<file path="src/common/rsu_defines.svh">
// Purpose : Constants of the right-shift unit
// Assumes : 32-bit R-type instruction words
// Notes   : Field positions and opcode values
`ifndef RSU_DEFINES_SVH
`define RSU_DEFINES_SVH
`define RSU_OP_LSB        0
`define RSU_OP_MSB        5
`define RSU_CNT_LSB       6
`define RSU_CNT_MSB       10
`define RSU_OPX_LSB       11
`define RSU_OPX_MSB       16
`define RSU_C_LSB         17
`define RSU_C_MSB         21
`define RSU_B_LSB         22
`define RSU_B_MSB         26
`define RSU_A_LSB         27
`define RSU_A_MSB         31
`define RSU_OP_RTYPE      6'h3A
`define RSU_OPX_SRA_REG   6'h3B
`define RSU_OPX_SRA_IMM   6'h3A
`define RSU_OPX_SRL_REG   6'h1B
`define RSU_RESULT_RST    32'h0000_0000
`define RSU_DEST_RST      5'h00
`define RSU_CHK_AMT_RST   5'h00
`define RSU_CHK_WORD_RST  32'h0000_0000
`endif

</file>
<file path="src/common/rsu_pkg.sv">
// Purpose : Types of the right-shift unit
// Assumes : Nothing beyond the defines header
// Notes   : Holds types only
package rsu_pkg;
   typedef enum logic [1:0] {
      RSU_NONE,
      RSU_SRA_REG,
      RSU_SRA_IMM,
      RSU_SRL_REG
   } rsu_op_e;
   typedef logic [31:0] rsu_word_t;
   typedef logic [4:0]  rsu_amt_t;
endpackage

</file>
<file path="src/hdl/rsu_right_shift_unit.sv">
// Purpose : Right-shift group of the integer datapath
// Assumes : Operands arrive with the instruction word in the same cycle
// Notes   : Result registered one cycle after a valid request
`timescale 1ns/100ps
`include "rsu_defines.svh"

// Function
// RULE_01: SRA by operand B bits 4..0, sign fill
// RULE_02: SRA by immediate count, sign fill
// RULE_03: Immediate count is 5-bit unsigned
// RULE_04: SRL by operand B bits 4..0, zero fill
// RULE_05: Logical shift treats operand A unsigned
// RULE_06: Decode R-type opcode 0x3A with extensions
module rsu_right_shift_unit (
   input  wire logic        mclk,
   input  wire logic        rst_b,
   input  wire logic        instr_valid,
   input  wire logic [31:0] instr_word,
   input  wire logic [31:0] source_operand_a,
   input  wire logic [31:0] source_operand_b,
   output logic      [31:0] destination_operand,
   output logic      [4:0]  dest_index,
   output logic             result_valid,
   output logic             illegal_op
);

   ////////////////////////////////////////////////////////////////////////////
   // Decode

   function automatic rsu_pkg::rsu_op_e decode_op(input logic [31:0] w);
      logic [5:0] op;
      logic [5:0] opx;
      logic [4:0] cnt;
      logic [4:0] bidx;
      op   = w[`RSU_OP_MSB:`RSU_OP_LSB];
      opx  = w[`RSU_OPX_MSB:`RSU_OPX_LSB];
      cnt  = w[`RSU_CNT_MSB:`RSU_CNT_LSB];
      bidx = w[`RSU_B_MSB:`RSU_B_LSB];
      decode_op = rsu_pkg::RSU_NONE;
      if (op == `RSU_OP_RTYPE) begin
         if (opx == `RSU_OPX_SRA_REG && cnt == 5'h00) begin
            decode_op = rsu_pkg::RSU_SRA_REG;
         end else if (opx == `RSU_OPX_SRA_IMM && bidx == 5'h00) begin
            decode_op = rsu_pkg::RSU_SRA_IMM;
         end else if (opx == `RSU_OPX_SRL_REG && cnt == 5'h00) begin
            decode_op = rsu_pkg::RSU_SRL_REG;
         end
      end
   endfunction

   rsu_pkg::rsu_op_e   op_sel;
   rsu_pkg::rsu_amt_t  shift_count_field;
   rsu_pkg::rsu_amt_t  amount;
   logic               arith;
   rsu_pkg::rsu_word_t shifted;

   assign op_sel            = decode_op(instr_word);          // see RULE_06
   assign shift_count_field = instr_word[`RSU_CNT_MSB:`RSU_CNT_LSB]; // see RULE_03

   always_comb begin
      amount = source_operand_b[4:0];                          // see RULE_01
      arith  = 1'b1;
      case (op_sel)
         rsu_pkg::RSU_SRA_REG: begin
            amount = source_operand_b[4:0];                    // see RULE_01
            arith  = 1'b1;
         end
         rsu_pkg::RSU_SRA_IMM: begin
            amount = shift_count_field;                        // see RULE_02
            arith  = 1'b1;
         end
         rsu_pkg::RSU_SRL_REG: begin
            amount = source_operand_b[4:0];                    // see RULE_04
            arith  = 1'b0;                                     // see RULE_05
         end
         default: begin
            amount = 5'h00;
            arith  = 1'b0;
         end
      endcase
   end

   rsu_shifter u_shifter (
      .value  (source_operand_a),
      .amount (amount),
      .arith  (arith),
      .result (shifted)
   );

   ////////////////////////////////////////////////////////////////////////////
   // Result registers

   always_ff @(posedge mclk or negedge rst_b) begin
      if (!rst_b) begin
         result_valid <= 1'b0;
         illegal_op   <= 1'b0;
      end else begin
         result_valid <= instr_valid && (op_sel != rsu_pkg::RSU_NONE);
         illegal_op   <= instr_valid && (op_sel == rsu_pkg::RSU_NONE);
      end
   end

   always_ff @(posedge mclk or negedge rst_b) begin
      if (!rst_b) begin
         destination_operand <= `RSU_RESULT_RST;
         dest_index          <= `RSU_DEST_RST;
      end else if (instr_valid && op_sel != rsu_pkg::RSU_NONE) begin
         destination_operand <= shifted;                       // see RULE_01
         dest_index          <= instr_word[`RSU_C_MSB:`RSU_C_LSB];
      end
   end

   ////////////////////////////////////////////////////////////////////////////
   // Checks

   // Request as it stood at the taking edge, for comparison one cycle later
   rsu_pkg::rsu_word_t chk_a_q;
   rsu_pkg::rsu_amt_t  chk_b_q;
   rsu_pkg::rsu_word_t chk_w_q;
   rsu_pkg::rsu_word_t exp_sra_reg;
   rsu_pkg::rsu_word_t exp_sra_imm;
   rsu_pkg::rsu_word_t exp_srl_reg;
   logic               req_sra_reg;
   logic               req_sra_imm;
   logic               req_srl_reg;

   always_ff @(posedge mclk or negedge rst_b) begin
      if (!rst_b) begin
         chk_a_q <= `RSU_CHK_WORD_RST;
      end else begin
         chk_a_q <= source_operand_a;
      end
   end

   always_ff @(posedge mclk or negedge rst_b) begin
      if (!rst_b) begin
         chk_b_q <= `RSU_CHK_AMT_RST;
      end else begin
         chk_b_q <= source_operand_b[4:0];
      end
   end

   always_ff @(posedge mclk or negedge rst_b) begin
      if (!rst_b) begin
         chk_w_q <= `RSU_CHK_WORD_RST;
      end else begin
         chk_w_q <= instr_word;
      end
   end

   // Own assignments keep operand A signed; inside a compare with an unsigned port it would not be
   assign exp_sra_reg = $signed(chk_a_q) >>> chk_b_q;
   assign exp_sra_imm = $signed(chk_a_q) >>> chk_w_q[`RSU_CNT_MSB:`RSU_CNT_LSB];
   assign exp_srl_reg = chk_a_q >> chk_b_q;

   // Raw field matches, kept apart from the decode function so a decode fault shows
   assign req_sra_reg = instr_valid && instr_word[`RSU_OP_MSB:`RSU_OP_LSB] == `RSU_OP_RTYPE
                        && instr_word[`RSU_OPX_MSB:`RSU_OPX_LSB] == `RSU_OPX_SRA_REG
                        && instr_word[`RSU_CNT_MSB:`RSU_CNT_LSB] == 5'h00;
   assign req_sra_imm = instr_valid && instr_word[`RSU_OP_MSB:`RSU_OP_LSB] == `RSU_OP_RTYPE
                        && instr_word[`RSU_OPX_MSB:`RSU_OPX_LSB] == `RSU_OPX_SRA_IMM
                        && instr_word[`RSU_B_MSB:`RSU_B_LSB] == 5'h00;
   assign req_srl_reg = instr_valid && instr_word[`RSU_OP_MSB:`RSU_OP_LSB] == `RSU_OP_RTYPE
                        && instr_word[`RSU_OPX_MSB:`RSU_OPX_LSB] == `RSU_OPX_SRL_REG
                        && instr_word[`RSU_CNT_MSB:`RSU_CNT_LSB] == 5'h00;

   sra_reg_result_a: assert property (@(posedge mclk) disable iff (!rst_b) // see RULE_01
      req_sra_reg |=> result_valid && destination_operand == exp_sra_reg)
      else $error("register arithmetic shift result wrong");

   sra_imm_result_a: assert property (@(posedge mclk) disable iff (!rst_b) // see RULE_02
      req_sra_imm |=> result_valid && destination_operand == exp_sra_imm)
      else $error("immediate arithmetic shift result wrong");

   imm_count_range_a: assert property (@(posedge mclk) disable iff (!rst_b) // see RULE_03
      req_sra_imm && instr_word[`RSU_CNT_MSB:`RSU_CNT_LSB] == 5'h1F |=>
         destination_operand == {32{chk_a_q[31]}})
      else $error("immediate count of 31 not honoured");

   srl_reg_result_a: assert property (@(posedge mclk) disable iff (!rst_b) // see RULE_04
      req_srl_reg |=> result_valid && destination_operand == exp_srl_reg)
      else $error("logical shift result wrong");

   srl_zero_fill_a: assert property (@(posedge mclk) disable iff (!rst_b) // see RULE_05
      req_srl_reg && source_operand_b[4:0] != 5'h00 |=>
         destination_operand[31] == 1'b0)
      else $error("logical shift propagated sign");

   decode_valid_a: assert property (@(posedge mclk) disable iff (!rst_b) // see RULE_06
      instr_valid && instr_word[`RSU_OP_MSB:`RSU_OP_LSB] != `RSU_OP_RTYPE |=> !result_valid && illegal_op)
      else $error("foreign opcode accepted");

   dest_index_a: assert property (@(posedge mclk) disable iff (!rst_b) // see RULE_06
      result_valid |-> dest_index == chk_w_q[`RSU_C_MSB:`RSU_C_LSB])
      else $error("destination index wrong");

   idle_hold_a: assert property (@(posedge mclk) disable iff (!rst_b)
      !instr_valid |=> !result_valid && $stable(destination_operand))
      else $error("result changed without request");

   refused_hold_a: assert property (@(posedge mclk) disable iff (!rst_b) // see RULE_06
      instr_valid && op_sel == rsu_pkg::RSU_NONE |=>
         illegal_op && !result_valid && $stable(destination_operand) && $stable(dest_index))
      else $error("refused word changed the result");

   imm_b_field_a: assert property (@(posedge mclk) disable iff (!rst_b) // see RULE_06
      instr_valid && instr_word[`RSU_OP_MSB:`RSU_OP_LSB] == `RSU_OP_RTYPE
         && instr_word[`RSU_OPX_MSB:`RSU_OPX_LSB] == `RSU_OPX_SRA_IMM
         && instr_word[`RSU_B_MSB:`RSU_B_LSB] != 5'h00 |=> illegal_op && !result_valid)
      else $error("immediate form with nonzero B field accepted");

   pulse_exclusive_a: assert property (@(posedge mclk) disable iff (!rst_b) // see RULE_06
      !(result_valid && illegal_op))
      else $error("result and refusal flagged together");

   idle_no_refusal_a: assert property (@(posedge mclk) disable iff (!rst_b) // see RULE_06
      !instr_valid |=> !illegal_op)
      else $error("refusal flagged without request");

   sra_reg_c: cover property (@(posedge mclk) disable iff (!rst_b)
      instr_valid && op_sel == rsu_pkg::RSU_SRA_REG && source_operand_a[31]);
   sra_imm_c: cover property (@(posedge mclk) disable iff (!rst_b)
      instr_valid && op_sel == rsu_pkg::RSU_SRA_IMM);
   srl_reg_c: cover property (@(posedge mclk) disable iff (!rst_b)
      instr_valid && op_sel == rsu_pkg::RSU_SRL_REG && source_operand_b[31:5] != 27'h0);
   illegal_c: cover property (@(posedge mclk) disable iff (!rst_b)
      instr_valid && op_sel == rsu_pkg::RSU_NONE);
   back_to_back_c: cover property (@(posedge mclk) disable iff (!rst_b)
      instr_valid && result_valid);

endmodule // rsu_right_shift_unit

</file>
<file path="src/hdl/rsu_shifter.sv">
// Purpose : Combinational 32-bit right shifter
// Assumes : Amount already reduced to five bits
// Notes   : Fill bit is sign or zero
`timescale 1ns/100ps
module rsu_shifter (
   input  wire logic [31:0] value,
   input  wire logic [4:0]  amount,
   input  wire logic        arith,
   output logic      [31:0] result
);
   logic fill_bit;
   assign fill_bit = arith & value[31];
   always_comb begin
      result = 32'h0000_0000;
      for (int i = 0; i < 32; i++) begin
         if (i + int'(amount) < 32) begin
            result[i] = value[i + int'(amount)];
         end else begin
            result[i] = fill_bit;
         end
      end
   end
endmodule // rsu_shifter

</file>
<file path="config.mk">
export PLATFORM = sky130hd
export DESIGN_NAME = rsu_right_shift_unit
export DESIGN_NICKNAME = d
export VERILOG_FILES = /design/src/common/rsu_pkg.sv /design/src/hdl/rsu_right_shift_unit.sv /design/src/hdl/rsu_shifter.sv
export VERILOG_INCLUDE_DIRS = /design/src /design/src/common
export SDC_FILE = /design/constraint.sdc
export NUM_CORES = 1
export LEC_CHECK = 0
export ABC_AREA = 1
export BUFFER_PORTS_ARGS = -buffer_cell sky130_fd_sc_hd__buf_2
export CORE_MARGIN = 2
export CORE_UTILIZATION = 30
export DETAILED_ROUTE_END_ITERATION = 8
export PLACE_DENSITY = 0.58
export SLEW_MARGIN = 10
export SYNTH_ARGS = -nofsm -noshare
export SYNTH_HDL_FRONTEND = slang
export SYNTH_SLANG_ARGS = --single-unit
</file>
<file path="constraint.sdc">
create_clock -name mclk -period 0.8 [get_ports mclk]
set_input_delay 0.08 -clock mclk [delete_from_list [all_inputs] [get_ports mclk]]
set_output_delay 0.08 -clock mclk [all_outputs]
set_load 0.03 [all_outputs]
</file>
; ---- Word level (Yosys, flattened, before mapping)
; Index checks and enable logic that the tools add are counted.
; Widths: inputs -> output; s select.
[totals]
register_bits = 39
inputBits = 99
output_inout_bits = 39
elab_cells = 251
[classes]
add_sub_neg = 31
n_lt_le_gt_ge = 64
eq_ne = 7
muxes = 133
bitwise = 1
n_reduce_logical = 11
[ops]
columns = operator, n
row1 = $lt 32x7->1 const B, 62
row2 = $bmux 1 s5, 32
row3 = $add 5x5->6 const A, 16
row4 = $mux 1, 96
row5 = $add 4x5->6 const A, 8
row6 = $add 3x5->6 const A, 4
row7 = $eq 6x6->1 const B, 3
row8 = $add 2x5->6 const A, 2
row9 = $lt 5x6->1 const B, 2
row10 = $logic_not 5->1, 2
row11 = $pmux 5 s2, 1
row12 = $mux 2, 4
row13 = $add 1x5->6 const A, 1
row14 = $eq 6x5->1 const B, 1
row15 = $logic_and 1x1->1, 5
row16 = $eq 2x2->1 const B, 2
row17 = $reduce_or 2->1, 2
row18 = $eq 2x1->1 const B, 1
row19 = $logic_not 2->1, 1
row20 = $reduce_bool 2->1, 1
row21 = $and 1x1->1, 1

; ---- Longest topological paths before layout
[depth]
depth_word = 14
depth_mapped = 26
mapped_depth_nobuf = 25

; ---- By module
; Synthesis repeated with hierarchy kept, for this count alone.
[hier_totals]
hier_cells = 833
area_unflattened_um2 = 4797.1
[by_module_without_submodules]
columns = module, instances, cells_each, area_per_inst_um2, seq_area_each_um2
row1 = rsu_shifter, 1, 621, 3091.7, 0.0
row2 = rsu_right_shift_unit, 1, 212, 1705.4, 975.9

; ---- Worst setup path before layout
; OpenSTA, ideal clock, no wires.
[synth_timing]
path_kind = input to register
from = input instr_word[7]
to = register destination_operand[25]
setup_ps = 77
t_arrival_ps = 3013
required_ps = 723
setup_slack_ps = -2291
cell_stages = 21
path_cell_list = or2_1 -> nor2_1 -> nand2_1 -> and2_1 -> nand2_1 -> inv_1 -> ha_1 -> nand2_1 -> nand2_1 -> nand2_2 -> clkbuf_1 -> ha_1 -> clkbuf_1 -> inv_1 -> buf_1 -> nand3_1 -> nand3_1 -> nand3_1 -> nand3_1 -> nand3_1 -> a21oi_1
[synth_via]
elab_chain_cells = 14
elab_cells_between_ends = 23
classes_between = add/sub (1) / order compare (1) / eq/ne (3) / mux (10) / bitwise (1) / reduce/logical (7)
[synth_rtl]
columns = item, line_no
row1 = start: declaration, rsu_right_shift_unit.sv:18  ; input wire logic [31:0] instr_word,
row2 = "parallel branches: the longest is 14 deep, another holds $lt 32x7->1", n/a
row3 = end signal: assignment, rsu_right_shift_unit.sv:105  ; destination_operand <= `RSU_RESULT_RST;
row4 = end signal: assignment, rsu_right_shift_unit.sv:108  ; destination_operand <= shifted;
row5 = end: declaration, rsu_right_shift_unit.sv:21  ; output logic [31:0] destination_operand,
; Several ways; the timed one is not identified. The select of a mux whose other input is x is not followed.
; A chain may end at the register's enable or synchronous reset.

; ---- Worst setup path in the final report
[layout_timing]
from = input instr_word[22]
to = register destination_operand[31]
[layout_via]
elab_chain_cells = 13
elab_cells_between_ends = 21
classes_between = add/sub (1) / order compare (1) / eq/ne (3) / mux (9) / bitwise (1) / reduce/logical (6)
[layout_rtl]
columns = item, line_no
row1 = $logic_not 5->1 (*), n/a
row2 = $logic_and 1x1->1 (*), rsu_right_shift_unit.sv:43  ; end else if (opx == `RSU_OPX_SRA_IMM && bidx == 5'h00) begin
row3 = $mux 2 (*), rsu_right_shift_unit.sv:43
row4 = $mux 2 (*), rsu_right_shift_unit.sv:41  ; if (opx == `RSU_OPX_SRA_REG && cnt == 5'h00) begin
row5 = $mux 2 (*), rsu_right_shift_unit.sv:40  ; if (op == `RSU_OP_RTYPE) begin
row6 = "parallel branches: the longest is 8 deep, another holds $lt 32x7->1", n/a
; Every way passes the cells marked *. The select of a mux whose other input is x is not followed.

==> results.rst <==
.. list-table::
   :header-rows: 1

   * - Metric
     - Value
   * - Sequential power share
     - about 37%
   * - I/O pin cnt
     - 138
   * - Die Outline Area
     - between 15000 and 20000 um2
   * - Final Routed Wirelength
     - roughly 22000 um
   * - Largest fanout on the critical path
     - 5
   * - Clock-pin slew on the worst setup and hold paths
     - about 0.060 ns
   * - Avg Synthesized Cell Area
     - 5.78 um2
   * - Area share of the largest cell type after synthesis
     - 29.8%
   * - Die outline height
     - 131 um
   * - Switching power summed over all nets
     - 1.47 mW
   * - Core Footprint
     - between 15000 and 20000 um2
   * - Post-synth design cell area
     - 4850 um2
   * - WP data required
     - between 0.9 and 1 ns
   * - Slew headroom
     - between 70% and 80%
   * - Highest-count cells in the layout ignoring fill and taps
     - sky130_fd_sc_hd__nand2_1 (167), sky130_fd_sc_hd__nand3_2 (145), sky130_fd_sc_hd__buf_4 (134), sky130_fd_sc_hd__nand3_1 (124), sky130_fd_sc_hd__inv_1 (68)
   * - Unrepaired setup endpoints after global routing
     - yes
   * - Total overflow reported by the global router
     - 0
   * - Synthesis-to-layout area growth
     - 93.0%
   * - Endpoint class of the critical path
     - register
   * - Total number of yosys warnings
     - 0
   * - Internal power consumption
     - ~4.0 mW
   * - Number of max-cap violations
     - 0
   * - Horiz. Die Dim
     - between 100 and 150 um
   * - Fraction of final layout cells with drive strength greater than 1
     - a little over half
   * - Cell with the most instances on the worst path
     - sky130_fd_sc_hd__nand2_1
   * - Share of the cycle needed by the critical path after routing
     - 315%
   * - Finished Layout Cells
     - approximately 1300
   * - IR Drop Worst-Case VDD
     - about 0.66 mV
   * - Worst r2r dst
     - destination_operand[31]
   * - Worst hold path class
     - in2reg
   * - WS Path Type
     - in2reg
   * - Run status
     - finished, violations left
   * - Slowest cell on the critical path
     - sky130_fd_sc_hd__nor4_4
   * - Number of pins exceeding their max-slew limit in the final report
     - 0
   * - Leading cell types by total area after synthesis
     - sky130_fd_sc_hd__nand3_1 (30%), sky130_fd_sc_hd__dfrtp_1 (20%), sky130_fd_sc_hd__nand2_1 (16%)
   * - Top FF cell, synth
     - sky130_fd_sc_hd__dfrtp_1
   * - Wire per inst
     - roughly 17 um
   * - Filler instances
     - between 1000 and 1500
   * - Final core utilization
     - 59.1%
   * - Met2 WL post-DR
     - 11300 um
   * - RR Startpoint
     - destination_operand[31]
   * - Sequential cell area
     - a little under 1000 um2
   * - Post-synth net total
     - around 950
   * - Global-route wire length before repair
     - roughly 33000 um
   * - Synth Instances
     - between 800 and 900
   * - Number of synthesized register bits
     - 39
   * - Post-route worst setup slack
     - -1.72 ns
   * - Total Negative Setup Slacks
     - -60.85 ns
   * - Pin count of the biggest net entering global routing
     - 40
   * - Number of routed nets with antenna violations
     - 0
   * - Count of buffers from port buffering
     - between 100 and 150
   * - WHS Path Cells
     - 3
   * - Data arrival at the endpoint of the critical path
     - 2.70 ns
   * - Switching power as a share of total power
     - approximately 27%
   * - Remaining DRCs
     - 0
   * - TritonCTS clock tree
     - built
   * - Minimum clock period after layout
     - approximately 2.5 ns
   * - Via-to-Cell Ratio
     - approximately 5.3
   * - Highest clock rate
     - just under 400 MHz
   * - CP Launch Type
     - primary input
   * - Pin slew with the least headroom to its limit
     - 0.339 ns
   * - Worst min-delay path startpoint
     - instr_valid
   * - Number of antenna violations at the first check in global routing
     - 0
   * - Cts bufs inserted
     - 5
   * - Worst-case clock buffer depth
     - 2
   * - Setup violators final
     - just under 80
   * - Cell taking the most area after synthesis
     - sky130_fd_sc_hd__nand3_1
   * - Cell type group with the largest total delay on the critical path
     - simple AND/OR/NAND/NOR gates
   * - Number of synthesized flops with an enable pin
     - 0
   * - Cell chain of the critical path
     - buf_6 -> nor4_4 -> nand4_1 -> o41ai_2 -> nand2_2 -> inv_2 -> ha_4 -> inv_4 -> o21ai_4 -> nand2_4 -> buf_6 -> ha_4 -> nand2_4 -> xor2_4 -> inv_2 -> nand3_2 -> nand2_1 -> nand2_1 -> nand3_1 -> nand2_1 -> nand2_1
   * - Number of placed instances with taps included
     - 1244
   * - Fin Hold WS
     - 0.0597 ns
   * - M1 wire length
     - ~9000 um
   * - Share of power burned in combinational logic
     - about a fifth
   * - Total number of vias
     - between 6000 and 7000
   * - Post-Place Worst Slack
     - -2.12 ns
   * - Top metal layer carrying routed signals
     - met4
   * - Initial core utilization
     - a little under a third
   * - Core Rows
     - 46
   * - Share of async-settable or async-resettable flops after synthesis
     - between 90% and 100%
   * - Total non-filler cell area in the finished layout
     - a little over 9000 um2
   * - DR WL met3
     - 1060 um
   * - Antenna diodes
     - 0
   * - Failing checks
     - setup timing
   * - Number of distinct library cells after synthesis
     - 34
   * - Total placed instance area
     - a little under 7000 um2
   * - Clock latency at the later pin of the worst-skew pair
     - between 0.2 and 0.3 ns
   * - Sum of buffers and inverters on the critical path
     - 5
   * - Leakage
     - 4.78 nW
   * - Power density over the cells
     - 580 nW/um2
   * - Placer congestion estimate
     - between 0.9 and 1
   * - Reg2Reg Setup Slack
     - -0.06 ns
   * - Reg2Reg Depth
     - 4
   * - DR iter-0 viols
     - 562
   * - Clock tree sinks
     - 39
   * - Clock share of power
     - between 40% and 50%
   * - DP Wirelength
     - between 15000 and 20000 um
   * - Critical path's largest stage delay
     - ~0.25 ns
   * - Register area share after synthesis
     - around 20%
   * - Multi-input logic area
     - 5050 um2
   * - CTS HTree Levels
     - 2
   * - Final Hold Vio Count
     - 0
   * - Total power of the final layout
     - 5.43 mW
   * - Total track usage
     - approximately a quarter
   * - Detailed Routing Iterations Pass 1
     - 6
   * - Vias in the first global route
     - 6594
   * - Leading cell type in the layout, fill and taps excluded
     - sky130_fd_sc_hd__nand2_1
   * - Worst-case hold path end point
     - illegal_op
   * - Buffer cell driving the clock tree root
     - sky130_fd_sc_hd__clkbuf_16
   * - Layout net count
     - ~1200
   * - Layout Skew
     - 0 ns
## flip-flops by register name, summed over array words and instances (netlist names)
signal / count
destination_operand: 32
dest_index: 5
illegal_op: 1
result_valid: 1
## Yosys cell counts (2+ instances only)
cell type                  instances
sky130_fd_sc_hd__a21oi_1          49
sky130_fd_sc_hd__a31oi_1           2
sky130_fd_sc_hd__buf_1             2
sky130_fd_sc_hd__buf_2             8
sky130_fd_sc_hd__buf_4             2
sky130_fd_sc_hd__buf_6             3
sky130_fd_sc_hd__clkbuf_1         19
sky130_fd_sc_hd__clkinv_1          2
sky130_fd_sc_hd__dfrtp_1          39
sky130_fd_sc_hd__ha_1             16
sky130_fd_sc_hd__inv_1            90
sky130_fd_sc_hd__inv_2             6
sky130_fd_sc_hd__nand2_1         208
sky130_fd_sc_hd__nand2_2           3
sky130_fd_sc_hd__nand2_4           3
sky130_fd_sc_hd__nand3_1         289
sky130_fd_sc_hd__nand3b_1          4
sky130_fd_sc_hd__nand4_1           2
sky130_fd_sc_hd__nor2_1           49
sky130_fd_sc_hd__o21a_1            4
sky130_fd_sc_hd__o21ai_0          10
sky130_fd_sc_hd__o21ai_2           2
sky130_fd_sc_hd__xnor2_1           4
sky130_fd_sc_hd__xor2_1            9
sky130_fd_sc_hd__xor2_2            5
## cell families (layout without fill, tap and decap cells)
logic type / Yosys count / count (layout) / synth area share, %
compound gates: 69 / 69 / 7.62
simple gates: 565 / 565 / 53.0
xor+xnor: 18 / 18 / 4.03
flops: 39 / 39 / 20.1
buf+inv: 132 / 390 / 11.1
fa+ha+maj: 16 / 16 / 4.13
## worst register-to-register path: stages, from the launching register on
cell,delay [ns]
sky130_fd_sc_hd__dfrtp_1,0.39
sky130_fd_sc_hd__buf_4,0.14
sky130_fd_sc_hd__buf_4,0.12
sky130_fd_sc_hd__nand2_1,0.06
sky130_fd_sc_hd__nand2_1,0.05
## per-layer routing
layer  vias up  track usage, %
li1       3295               -
met1      3287            31.4
met2       266            44.2
met3        67            3.37
met4         0            8.89
met5         -               0
## how the worst max path moves through the flow
stage | startpoint | endpoint | slack [ns] | depth (start not counted)
floorplan | instr_word[11] | destination_operand[25] | -1.84 | 20
global placement | instr_word[11] | destination_operand[23] | -2.12 | 21
detailed placement | instr_word[11] | destination_operand[23] | -2.12 | 21
CTS | instr_word[22] | destination_operand[1] | -1.68 | 19
global route | instr_word[22] | destination_operand[22] | -1.91 | 20
finish | instr_word[22] | destination_operand[31] | -1.72 | 21
## power by group through the flow
stage / Clock (mW) / Combinational [mW] / Sequential (mW)
3_5_place_dp: 0 / 0.867 / 2.01
5_1_grt: 2.53 / 1.17 / 1.98
4_1_cts: 2.43 / 0.963 / 1.98
6_report: 2.38 / 1.07 / 1.98
2_1_floorplan: 0 / 0.430 / 2.03
3_3_place_gp: 0 / 0.862 / 2.02
## cell type report
type	count	area share, %
clock buffers	6	1.48
clock inverters	2	0.375
inverters	98	4.66
multi-input cells	668	54.0
flip-flops and latches	39	10.4
well taps	216	2.89
repair buffers	284	26.2
## repair_timing
action | CTS | global route
endpoints found under the setup margin | 78 | 78
setup buffers | 37 | 20
resized for setup | 243 | 151
endpoints found under the hold margin | 44 | 0
pin swaps | 59 | 80
cloned | 1 | 1
hold buffers | 6 | 0
(Power assumes the default switching activity.)
